`config.mk`:
```
export PLATFORM = sky130hd
export DESIGN_NAME = sfe_core
export DESIGN_NICKNAME = d
export VERILOG_FILES = /design/src/shared/sfe_pkg.sv /design/src/shared/sfe_link_if.sv /design/src/hdl/sfe_core.sv /design/src/hdl/sfe_link_rx.sv
export SDC_FILE = /design/constraint.sdc
export NUM_CORES = 1
export LEC_CHECK = 0
export BUFFER_PORTS_ARGS = -buffer_cell sky130_fd_sc_hd__buf_2
export CAP_MARGIN = 20
export CORE_MARGIN = 3
export CORE_UTILIZATION = 54
export CTS_CLUSTER_DIAMETER = 80
export DETAILED_ROUTE_END_ITERATION = 6
export GPL_TIMING_DRIVEN = 0
export PLACE_DENSITY = 0.77
export SYNTH_ARGS = -nofsm -noshare
export SYNTH_HDL_FRONTEND = slang
export SYNTH_SLANG_ARGS = --single-unit
```
`constraint.sdc`:
```
create_clock -name ref_clk -period 3.15 [get_ports ref_clk]
set_input_delay 0.1575 -clock ref_clk [delete_from_list [all_inputs] [get_ports ref_clk]]
set_output_delay 0.1575 -clock ref_clk [all_outputs]
set_load 0.01 [all_outputs]
```
`src/shared/sfe_pkg.sv`:
```
// Constants, types and helper functions for the serial flash erase and sleep block
package sfe_pkg;
    // Opcodes
    localparam logic [7:0] OP_WRITE_ENABLE  = 8'h06;
    localparam logic [7:0] OP_WRITE_DISABLE = 8'h04;
    localparam logic [7:0] OP_READ_STATUS   = 8'h05;
    localparam logic [7:0] OP_ERASE_32K     = 8'h52;
    localparam logic [7:0] OP_ERASE_64K     = 8'hd8;
    localparam logic [7:0] OP_CHIP_ERASE_A  = 8'h60;
    localparam logic [7:0] OP_CHIP_ERASE_B  = 8'hc7;
    localparam logic [7:0] OP_DEEP_SLEEP    = 8'hb9;
    localparam logic [7:0] OP_WAKE_READ_ID  = 8'hab;
    localparam logic [7:0] OP_RESET_ENABLE  = 8'h66;
    localparam logic [7:0] OP_RESET         = 8'h99;

    // Frame lengths in whole bytes
    localparam logic [2:0] OPCODE_ONLY_BYTES = 3'h1;
    localparam logic [2:0] ADDR_CMD_BYTES    = 3'h4;

    // Status byte layout
    localparam int ST_BUSY_BIT  = 0;
    localparam int ST_WEN_BIT   = 1;
    localparam int ST_BP_LSB    = 2;
    localparam int ST_COMPL_BIT = 7;

    // Block address masks and array size in 64KB blocks
    localparam logic [23:0] ERASE_32K_MASK = 24'hff8000;
    localparam logic [23:0] ERASE_64K_MASK = 24'hff0000;
    localparam logic [4:0]  NUM_64K_BLOCKS = 5'h10;

    // Timing
    localparam int unsigned CLK_FREQ_MHZ         = 25;
    localparam int unsigned BLOCK_ERASE_TIME_US  = 100000;
    localparam int unsigned ARRAY_ERASE_TIME_US  = 1000000;
    localparam int unsigned SLEEP_ENTRY_TIME_NS  = 3000;
    localparam int unsigned BLOCK_ERASE_CYCLES   = BLOCK_ERASE_TIME_US * CLK_FREQ_MHZ;
    localparam int unsigned ARRAY_ERASE_CYCLES   = ARRAY_ERASE_TIME_US * CLK_FREQ_MHZ;
    localparam int unsigned SLEEP_ENTRY_CYCLES   =
        (SLEEP_ENTRY_TIME_NS * CLK_FREQ_MHZ + 999) / 1000;

    typedef enum logic [1:0] {EK_NONE, EK_BLOCK32, EK_BLOCK64, EK_CHIP} sfe_erase_t;
    typedef enum logic [1:0] {ST_STANDBY, ST_ERASING, ST_SLEEP_ENTRY, ST_SLEEP} sfe_state_t;

    // Protected span grows from the top (bit 3 clear) or bottom (bit 3 set) of the array
    function automatic logic sfe_blk_protected(input logic [3:0] blk,
                                               input logic [4:0] bp,
                                               input logic       compl);
        logic [4:0] span;
        logic       hit;
        span = (bp[2:0] == 3'h0) ? 5'h00 :
               (bp[2:0] == 3'h7) ? NUM_64K_BLOCKS : (5'h01 << (bp[2:0] - 3'h1));
        hit  = bp[3] ? ({1'b0, blk} < span) : ({1'b0, blk} >= (NUM_64K_BLOCKS - span));
        return hit ^ compl;
    endfunction

    function automatic logic sfe_chip_erase_ok(input logic [4:0] bp, input logic compl);
        return ((bp[2:0] == 3'h0) && !compl) || ((bp[2:0] == 3'h7) && compl);
    endfunction
endpackage

```
`src/shared/sfe_link_if.sv`:
```
// Decoded serial link events passed from the pin receiver to the command core
`timescale 1ns/10ps
interface sfe_link_if;
    logic       cs_low;
    logic       cs_rise;
    logic       sclk_fall;
    logic       byte_stb;
    logic [7:0] byte_data;
    logic [2:0] byte_cnt;
    logic [2:0] bit_cnt;

    modport rx   (output cs_low, cs_rise, sclk_fall, byte_stb, byte_data, byte_cnt, bit_cnt);
    modport core (input  cs_low, cs_rise, sclk_fall, byte_stb, byte_data, byte_cnt, bit_cnt);
endinterface

```
`src/hdl/sfe_core.sv`:
```
// Erase and deep power-down command core of the serial flash
//
// Notes on behaviour
// - Opcode 52H plus three address bytes erases the 32KB block holding the address.
// - Opcode D8H plus three address bytes erases the 64KB block holding the address.
// - Host sets the write enable latch first; erase starts only while it is set.
// - Block erase counts only if select rises right after the last address byte.
// - Valid erase end starts a timed cycle; busy flag high throughout, then low.
// - Status byte stays readable during an erase so the busy flag can be polled.
// - Write enable latch is cleared before the erase cycle finishes.
// - Block erase of a protected block is not carried out.
// - Chip erase is 60H or C7H alone, ended right after the opcode.
// - Chip erase only when no block is protected by the protect bits.
// - Opcode B9H ended after the opcode enters sleep after the entry delay.
// - Asleep, only ABH or the 66H then 99H pair is obeyed; each wakes.
// - Sleep command arriving during a busy cycle is refused; the cycle continues.
// - Sleep only by its command; deselect gives standby; reset starts in standby.
`timescale 1ns/10ps
module sfe_core
    import sfe_pkg::*;
#(
    parameter int unsigned BLOCK_ERASE_CYC = BLOCK_ERASE_CYCLES,
    parameter int unsigned CHIP_ERASE_CYC  = ARRAY_ERASE_CYCLES
)(
    // Clock and reset
    input  wire logic        ref_clk,
    input  wire logic        rst,
    // Serial link pins
    input  wire logic        cs_n,
    input  wire logic        sclk,
    input  wire logic        si,
    output logic             so,
    output logic             so_oe,
    // Protection configuration
    input  wire logic [4:0]  protect_bits,
    input  wire logic        protect_complement_bit,
    // Status
    output logic             write_in_progress_flag,
    output logic             write_enable_latch,
    output logic             deep_sleep,
    output sfe_erase_t       erase_kind,
    output logic [23:0]      erase_addr
);
    sfe_link_if lk ();

    sfe_link_rx u_rx (
        .ref_clk (ref_clk),
        .rst     (rst),
        .cs_n    (cs_n),
        .sclk    (sclk),
        .si      (si),
        .lk      (lk)
    );

    sfe_state_t  state_r, state_nxt;
    sfe_erase_t  kind_r, kind_nxt;
    logic [31:0] cnt_r, cnt_nxt;
    logic [23:0] addr_r, addr_nxt, adr_in_r, adr_in_nxt;
    logic [7:0]  op_r, op_nxt, status_byte;
    logic [6:0]  sh_r, sh_nxt;
    logic        busy_r, busy_nxt, wen_r, wen_nxt, sleep_r, sleep_nxt;
    logic        arm_r, arm_nxt, rd_r, rd_nxt, so_r, so_nxt, oe_r, oe_nxt;
    logic        valid_end, blk_prot, chip_ok, is_block_op;

    assign valid_end   = lk.cs_rise && (lk.bit_cnt == 3'h0);
    assign blk_prot    = sfe_blk_protected(adr_in_r[19:16], protect_bits, protect_complement_bit);
    assign chip_ok     = sfe_chip_erase_ok(protect_bits, protect_complement_bit);
    assign is_block_op = (op_r == OP_ERASE_32K) || (op_r == OP_ERASE_64K);

    always_comb begin
        status_byte             = 8'h00;
        status_byte[ST_BUSY_BIT]    = busy_r;
        status_byte[ST_WEN_BIT]     = wen_r;
        status_byte[ST_BP_LSB +: 5] = protect_bits;
        status_byte[ST_COMPL_BIT]   = protect_complement_bit;
    end

    always_comb begin
        state_nxt  = state_r;
        kind_nxt   = kind_r;
        cnt_nxt    = cnt_r;
        addr_nxt   = addr_r;
        adr_in_nxt = adr_in_r;
        op_nxt     = op_r;
        sh_nxt     = sh_r;
        so_nxt     = so_r;
        busy_nxt   = busy_r;
        wen_nxt    = wen_r;
        sleep_nxt  = sleep_r;
        arm_nxt    = arm_r;
        if (lk.byte_stb) begin
            if (lk.byte_cnt == OPCODE_ONLY_BYTES) begin
                op_nxt = lk.byte_data;
            end else if (lk.byte_cnt <= ADDR_CMD_BYTES) begin
                adr_in_nxt = {adr_in_r[15:0], lk.byte_data};
            end
        end
        rd_nxt = lk.cs_low && (rd_r || (lk.byte_stb && lk.byte_cnt == OPCODE_ONLY_BYTES
                 && lk.byte_data == OP_READ_STATUS && !sleep_r
                 && state_r != ST_SLEEP_ENTRY));
        oe_nxt = rd_nxt;
        // Live status reloads at every byte so polling sees the busy flag drop
        if (rd_r && lk.sclk_fall) begin
            if (lk.bit_cnt == 3'h0) begin
                {so_nxt, sh_nxt} = status_byte;
            end else begin
                {so_nxt, sh_nxt} = {sh_r, 1'b0};
            end
        end
        case (state_r)
            ST_ERASING: begin
                // busy clears when the timer expires
                if (cnt_r == 32'h0) begin
                    state_nxt = ST_STANDBY;
                    busy_nxt  = 1'b0;
                    kind_nxt  = EK_NONE;
                end else begin
                    cnt_nxt = cnt_r - 32'h1;
                end
            end
            ST_SLEEP_ENTRY: begin
                // sleep takes effect after the entry delay
                if (cnt_r == 32'h0) begin
                    state_nxt = ST_SLEEP;
                    sleep_nxt = 1'b1;
                end else begin
                    cnt_nxt = cnt_r - 32'h1;
                end
            end
            default: begin
            end
        endcase
        // frames ending mid-byte are discarded here
        if (valid_end && lk.byte_cnt != 3'h0) begin
            arm_nxt = (op_r == OP_RESET_ENABLE) && (lk.byte_cnt == OPCODE_ONLY_BYTES);
            case (state_r)
                ST_STANDBY: begin
                    if (lk.byte_cnt == OPCODE_ONLY_BYTES) begin
                        if (op_r == OP_WRITE_ENABLE) begin
                            wen_nxt = 1'b1;
                        end else if (op_r == OP_WRITE_DISABLE || (op_r == OP_RESET && arm_r)) begin
                            wen_nxt = 1'b0;
                        end else if ((op_r == OP_CHIP_ERASE_A || op_r == OP_CHIP_ERASE_B)
                                     && wen_r && chip_ok) begin
                            state_nxt = ST_ERASING;
                            kind_nxt  = EK_CHIP;
                            addr_nxt  = 24'h000000;
                            cnt_nxt   = 32'(CHIP_ERASE_CYC - 1);
                            busy_nxt  = 1'b1;
                            // latch cleared at the start of the cycle
                            wen_nxt   = 1'b0;
                        end else if (op_r == OP_DEEP_SLEEP) begin
                            // sleep entry only through this command
                            state_nxt = ST_SLEEP_ENTRY;
                            cnt_nxt   = 32'(SLEEP_ENTRY_CYCLES - 1);
                        end
                    end else if (lk.byte_cnt == ADDR_CMD_BYTES && is_block_op && wen_r
                                 && !blk_prot) begin
                        // 32KB block erase, low address bits ignored
                        // 64KB block erase, low address bits ignored
                        state_nxt = ST_ERASING;
                        kind_nxt  = (op_r == OP_ERASE_32K) ? EK_BLOCK32 : EK_BLOCK64;
                        addr_nxt  = adr_in_r & ((op_r == OP_ERASE_32K) ? ERASE_32K_MASK
                                                                        : ERASE_64K_MASK);
                        cnt_nxt   = 32'(BLOCK_ERASE_CYC - 1);
                        busy_nxt  = 1'b1;
                        wen_nxt   = 1'b0;
                    end
                end
                ST_SLEEP: begin
                    // only wake or the reset pair are obeyed
                    if (op_r == OP_WAKE_READ_ID || (op_r == OP_RESET && arm_r)) begin
                        state_nxt = ST_STANDBY;
                        sleep_nxt = 1'b0;
                        wen_nxt   = (op_r == OP_RESET) ? 1'b0 : wen_r;
                    end
                end
                default: begin
                    // erasing or entering sleep, everything including sleep is refused
                end
            endcase
        end
    end

    always_ff @(posedge ref_clk) begin
        if (rst) begin
            state_r  <= ST_STANDBY;
            kind_r   <= EK_NONE;
            cnt_r    <= 32'h0;
            addr_r   <= 24'h000000;
            adr_in_r <= 24'h000000;
            op_r     <= 8'h00;
            sh_r     <= 7'h00;
            so_r     <= 1'b0;
            oe_r     <= 1'b0;
            rd_r     <= 1'b0;
            busy_r   <= 1'b0;
            wen_r    <= 1'b0;
            sleep_r  <= 1'b0;
            arm_r    <= 1'b0;
        end else begin
            state_r  <= state_nxt;
            kind_r   <= kind_nxt;
            cnt_r    <= cnt_nxt;
            addr_r   <= addr_nxt;
            adr_in_r <= adr_in_nxt;
            op_r     <= op_nxt;
            sh_r     <= sh_nxt;
            so_r     <= so_nxt;
            oe_r     <= oe_nxt;
            rd_r     <= rd_nxt;
            busy_r   <= busy_nxt;
            wen_r    <= wen_nxt;
            sleep_r  <= sleep_nxt;
            arm_r    <= arm_nxt;
        end
    end

    assign so                     = so_r;
    assign so_oe                  = oe_r;
    assign write_in_progress_flag = busy_r;
    assign write_enable_latch     = wen_r;
    assign deep_sleep             = sleep_r;
    assign erase_kind             = kind_r;
    assign erase_addr             = addr_r;
endmodule

```
`src/hdl/sfe_link_rx.sv`:
```
// Pin synchroniser, serial clock edge finder and byte assembler
`timescale 1ns/10ps
module sfe_link_rx
    import sfe_pkg::*;
(
    // Clock and reset
    input  wire logic ref_clk,
    input  wire logic rst,
    // Pins
    input  wire logic cs_n,
    input  wire logic sclk,
    input  wire logic si,
    // Decoded events
    sfe_link_if.rx    lk
);
    logic       cs_s1_r, cs_s2_r, cs_prev_r, sclk_s1_r, sclk_s2_r, sclk_prev_r;
    logic       si_s1_r, si_s2_r;
    logic       rise_r, rise_nxt, fall_r, fall_nxt, stb_r, stb_nxt;
    logic [7:0] sh_r, sh_nxt;
    logic [2:0] bit_r, bit_nxt, byte_r, byte_nxt;

    always_comb begin
        rise_nxt = cs_s2_r && !cs_prev_r;
        fall_nxt = !sclk_s2_r && sclk_prev_r && !cs_s2_r;
        stb_nxt  = 1'b0;
        sh_nxt   = sh_r;
        bit_nxt  = bit_r;
        byte_nxt = byte_r;
        // Counters clear a cycle after the rise so the core sees the frame length with it
        if (cs_prev_r) begin
            bit_nxt  = 3'h0;
            byte_nxt = 3'h0;
        end else if (sclk_s2_r && !sclk_prev_r && !cs_s2_r) begin
            sh_nxt  = {sh_r[6:0], si_s2_r};
            bit_nxt = bit_r + 3'h1;
            if (bit_r == 3'h7) begin
                stb_nxt  = 1'b1;
                byte_nxt = (byte_r == 3'h7) ? byte_r : byte_r + 3'h1;
            end
        end
    end

    always_ff @(posedge ref_clk) begin
        if (rst) begin
            cs_s1_r     <= 1'b1;
            cs_s2_r     <= 1'b1;
            cs_prev_r   <= 1'b1;
            sclk_s1_r   <= 1'b0;
            sclk_s2_r   <= 1'b0;
            sclk_prev_r <= 1'b0;
            si_s1_r     <= 1'b0;
            si_s2_r     <= 1'b0;
            rise_r      <= 1'b0;
            fall_r      <= 1'b0;
            stb_r       <= 1'b0;
            sh_r        <= 8'h00;
            bit_r       <= 3'h0;
            byte_r      <= 3'h0;
        end else begin
            cs_s1_r     <= cs_n;
            cs_s2_r     <= cs_s1_r;
            cs_prev_r   <= cs_s2_r;
            sclk_s1_r   <= sclk;
            sclk_s2_r   <= sclk_s1_r;
            sclk_prev_r <= sclk_s2_r;
            si_s1_r     <= si;
            si_s2_r     <= si_s1_r;
            rise_r      <= rise_nxt;
            fall_r      <= fall_nxt;
            stb_r       <= stb_nxt;
            sh_r        <= sh_nxt;
            bit_r       <= bit_nxt;
            byte_r      <= byte_nxt;
        end
    end

    assign lk.cs_low    = !cs_prev_r;
    assign lk.cs_rise   = rise_r;
    assign lk.sclk_fall = fall_r;
    assign lk.byte_stb  = stb_r;
    assign lk.byte_data = sh_r;
    assign lk.byte_cnt  = byte_r;
    assign lk.bit_cnt   = bit_r;
endmodule

```
==> results.sh <==
export IMPL_pwr_share_clk_pct=32.4
export IMPL_synth_seq_cells=115
export IMPL_dieHeight_um=107.3
export IMPL_status="completed"
export IMPL_rows=36
export IMPL_r2r_slack_ns=0.11
export IMPL_gr_total_overflow=0
export IMPL_whs_endpoint="so"
export IMPL_port_buffers=24
export IMPL_postCtsSetupBuffers=0
export IMPL_hold_viol=0
export IMPL_powerDensity_nw_per_um2=873.1
export IMPL_firstDrtPassIters=5
export IMPL_nets=739
export IMPL_dp_hpwl_mm=9.133
export IMPL_cts_tree="built"
export IMPL_fin_total_pwr_mw=5.690
export IMPL_placed_cell_area_um2=5884
export IMPL_dieArea_um2=11520
export IMPL_setup_viol=0
export IMPL_antenna_found_initial=0
export IMPL_core_um2=9864
export IMPL_postSynthAreaPerCell_um2=8.597
export IMPL_postLayoutCellArea_um2=6518
export IMPL_r2r_cells=10
export IMPL_clock_sinks=115
export IMPL_r2r_end="cnt_r[17]"
export IMPL_grt_max_degree=17
export IMPL_clk_pin_slew_worst_paths_ns=0.06
export IMPL_synth_top_area_share_pct=41.52
export IMPL_intPower_mw=3.561
export IMPL_routed_wl_mm=13.03
export IMPL_utilization_pct=66.07
export IMPL_cts_buffers_inserted=17
export IMPL_grt_pass1_wl_mm=21.58
export IMPL_min_from="protect_complement_bit"
export IMPL_syn_area_um2=5545
export IMPL_p_comb_share_pct=35.8
export IMPL_dieWidth_um=107.3
export IMPL_grt_total_usage_pct=23.85
export IMPL_rsz0062_at_grt="false"
export IMPL_synth_edff_count=0
export IMPL_crit_type="flip-flop to flip-flop"
export IMPL_drt_initial_drc_count=259
export IMPL_synth_area_leaders="dfxtp_1, mux2i_1, nor2_1"
export IMPL_ios=42
export IMPL_required_ns=3.57
export IMPL_synth_common_cells="dfxtp_1, nor2_1, nand2_1"
export IMPL_setup_worst_path_start_class="flip-flop"
export IMPL_vdd_drop_max_v=0.0005964
export IMPL_cts_max_level=4
export IMPL_min_period_ns=3.039
export IMPL_seq_area_um2=2302
export IMPL_r2r_start="state_r[1]"
export IMPL_whs_ns=0.04829
export IMPL_worst_slack_ns=0.1106
export IMPL_hp_class="input port to flip-flop"
export IMPL_slowest_delay_ns=0.53
export IMPL_synthFlopType="dfxtp_1"
export IMPL_wl_per_cell_um=15.29
export IMPL_clock_latency_ns=0.53
export IMPL_dp_slack_ns=-0.4339
export IMPL_cp_depth=10
export IMPL_critPathMaxFanout=9
export IMPL_p_leak_nw=2.672
export IMPL_detail_route_antenna_nets=0
export IMPL_cts_root_buf="clkbuf_8"
export IMPL_n_antenna_cell=0
export IMPL_cap_violations=0
export IMPL_tightest_slew_ns=0.9963
export IMPL_multi_input_area_um2=3007
export IMPL_fillers=822
export IMPL_critPathTopFamily="simple AND/OR/NAND/NOR gates"
export IMPL_yosysTopAreaCell="dfxtp_1"
export IMPL_vias=4703
export IMPL_report_final_slew_viol_count=0
export IMPL_power_switching_mw=2.129
export IMPL_critPathArrivalTime_ns=3.46
export IMPL_timing_fmax_mhz=329.0
export IMPL_drcViolationCount=0
export IMPL_async_flop_share_pct=0
export IMPL_p_seq_share_pct=31.8
export IMPL_cp_num_buf_inv=3
export IMPL_clockBufferDepth=2
export IMPL_finalCritPeriodShare_pct=96.49
export IMPL_crit_path_top_delay_cell="or3b_2"
export IMPL_drive_gt1_share_pct=13.35
export IMPL_max_slew_margin_pct=33.44
export IMPL_switching_share_pct=37.42
export IMPL_start_util_pct=56.22
export IMPL_area_growth_pct=17.53
export IMPL_fin_skew_ns=0.009363
export IMPL_ys_warnings_count=0
export IMPL_syn_inst=645
export IMPL_grt_pass1_vias=4575
export IMPL_vias_per_cell=5.520
export IMPL_crit_chain="inv_1 -> ha_1 -> buf_2 -> or3b_2 -> or4_4 -> buf_6 -> or3b_4 -> nor4_4 -> xnor2_1 -> o21ai_2"
export IMPL_holdPathStages=3
export IMPL_critical_path_endpoint_type="flip-flop"
export IMPL_ys_seq_area_share_pct=41.52
export IMPL_synth_distinct_cells=62
export IMPL_place_gp_congestion=0.8618
export IMPL_yosysMostFrequentCell="dfxtp_1"
placed cells by master, fill, tap and decap left out, drive strengths merged, types with 3 or more instances in the layout:
cell	count
nor2	75
nand4b	4
or2	7
a21oi	56
nor4	11
nor3	15
buf	45
clkinv	6
nand2	72
o211ai	4
nor2b	14
nand3b	8
dfxtp	115
a31oi	5
mux2i	36
ha	21
nand2b	10
nand4	5
and2	4
xor2	14
or3b	6
o21ai	11
nor3b	3
dlygate4sd3	5
inv	21
or4	5
clkbuf	41
o22ai	4
nand3	23
or3	4
a211oi	8
conb	15
xnor2	16
worst max path at each step:
| stage | endpoint | startpoint |
|---|---|---|
| after floorplan | cnt_r[15] | protect_bits[2] |
| after global placement | cnt_r[30] | protect_bits[2] |
| final | cnt_r[17] | state_r[1] |
| after CTS | cnt_r[9] | protect_bits[2] |
| after detailed placement | cnt_r[9] | protect_bits[2] |
| after global routing | erase_addr[15] | protect_bits[2] |
state kept, by name, indices dropped and copies added (netlist names), 3 cells and up:
signal / flops
cnt_r: 32
adr_in_r: 24
erase_addr: 9
op_r: 8
u_rx.lk.byte_data: 8
sh_r: 7
u_rx.lk.bit_cnt: 3
u_rx.lk.byte_cnt: 3
area by class of cell:
type	instances	share of cell area (%)
sequential	115	35.32
clock buffer	17	6.354
buffer	45	3.667
clock inverter	14	2.380
timing repair buffer	29	2.611
tap	133	2.553
multi-input combinational	482	46.13
inverter	17	0.9791
per-stage QoR:
stage,std cells,TNS (ns)
2_1_floorplan,659,0
3_3_place_gp,816,-7.471
3_5_place_dp,816,-10.13
4_1_cts,852,0
5_1_grt,852,0
6_report,852,0
power groups by stage:
stage | logic (mW) | clock network [mW] | registers [mW]
after CTS | 1.98 | 1.86 | 1.81
final | 2.04 | 1.84 | 1.81
after global placement | 1.88 | 0 | 1.82
after detailed placement | 1.93 | 0 | 1.83
after global routing | 2.26 | 1.93 | 1.84
after floorplan | 1.56 | 0 | 1.80
cell families (layout without fill, tap and decap cells):
kind of cell,count (synthesis),count (layout),synth area share [%]
xor+xnor,30,30,4.738
other cells,1,15,0.06762
mux,37,37,6.701
flops,115,115,41.52
compound gates,106,106,11.64
fa+ha+maj,21,21,4.738
buf+inv,62,122,5.460
simple gates,273,273,25.14
per-layer routing:
metal  vias up  GRT usage [%]  wire [um]
met1      2208          30.08       5856
met4         0          11.09        272
met3        25          5.699        697
li1       2342              -          -
met2       128          38.61       6205
met5         -              0          0
timing repair:
action | in CTS | in global routing
gates resized for setup | 0 | 3
hold endpoints to repair | 5 | 0
hold buffers | 5 | 0
endpoints found under the setup margin | 0 | 13
worst reg2reg max path, cell delays in order, from the launching register on:
cell and delay [ns]:
dfxtp_1 0.39, inv_1 0.12, ha_1 0.28, buf_2 0.21, or3b_2 0.53, or4_4 0.43, buf_6 0.15, or3b_4 0.41
nor4_4 0.17, xnor2_1 0.18, o21ai_2 0.06
No activity file was read; power rests on OpenSTA's default activity.
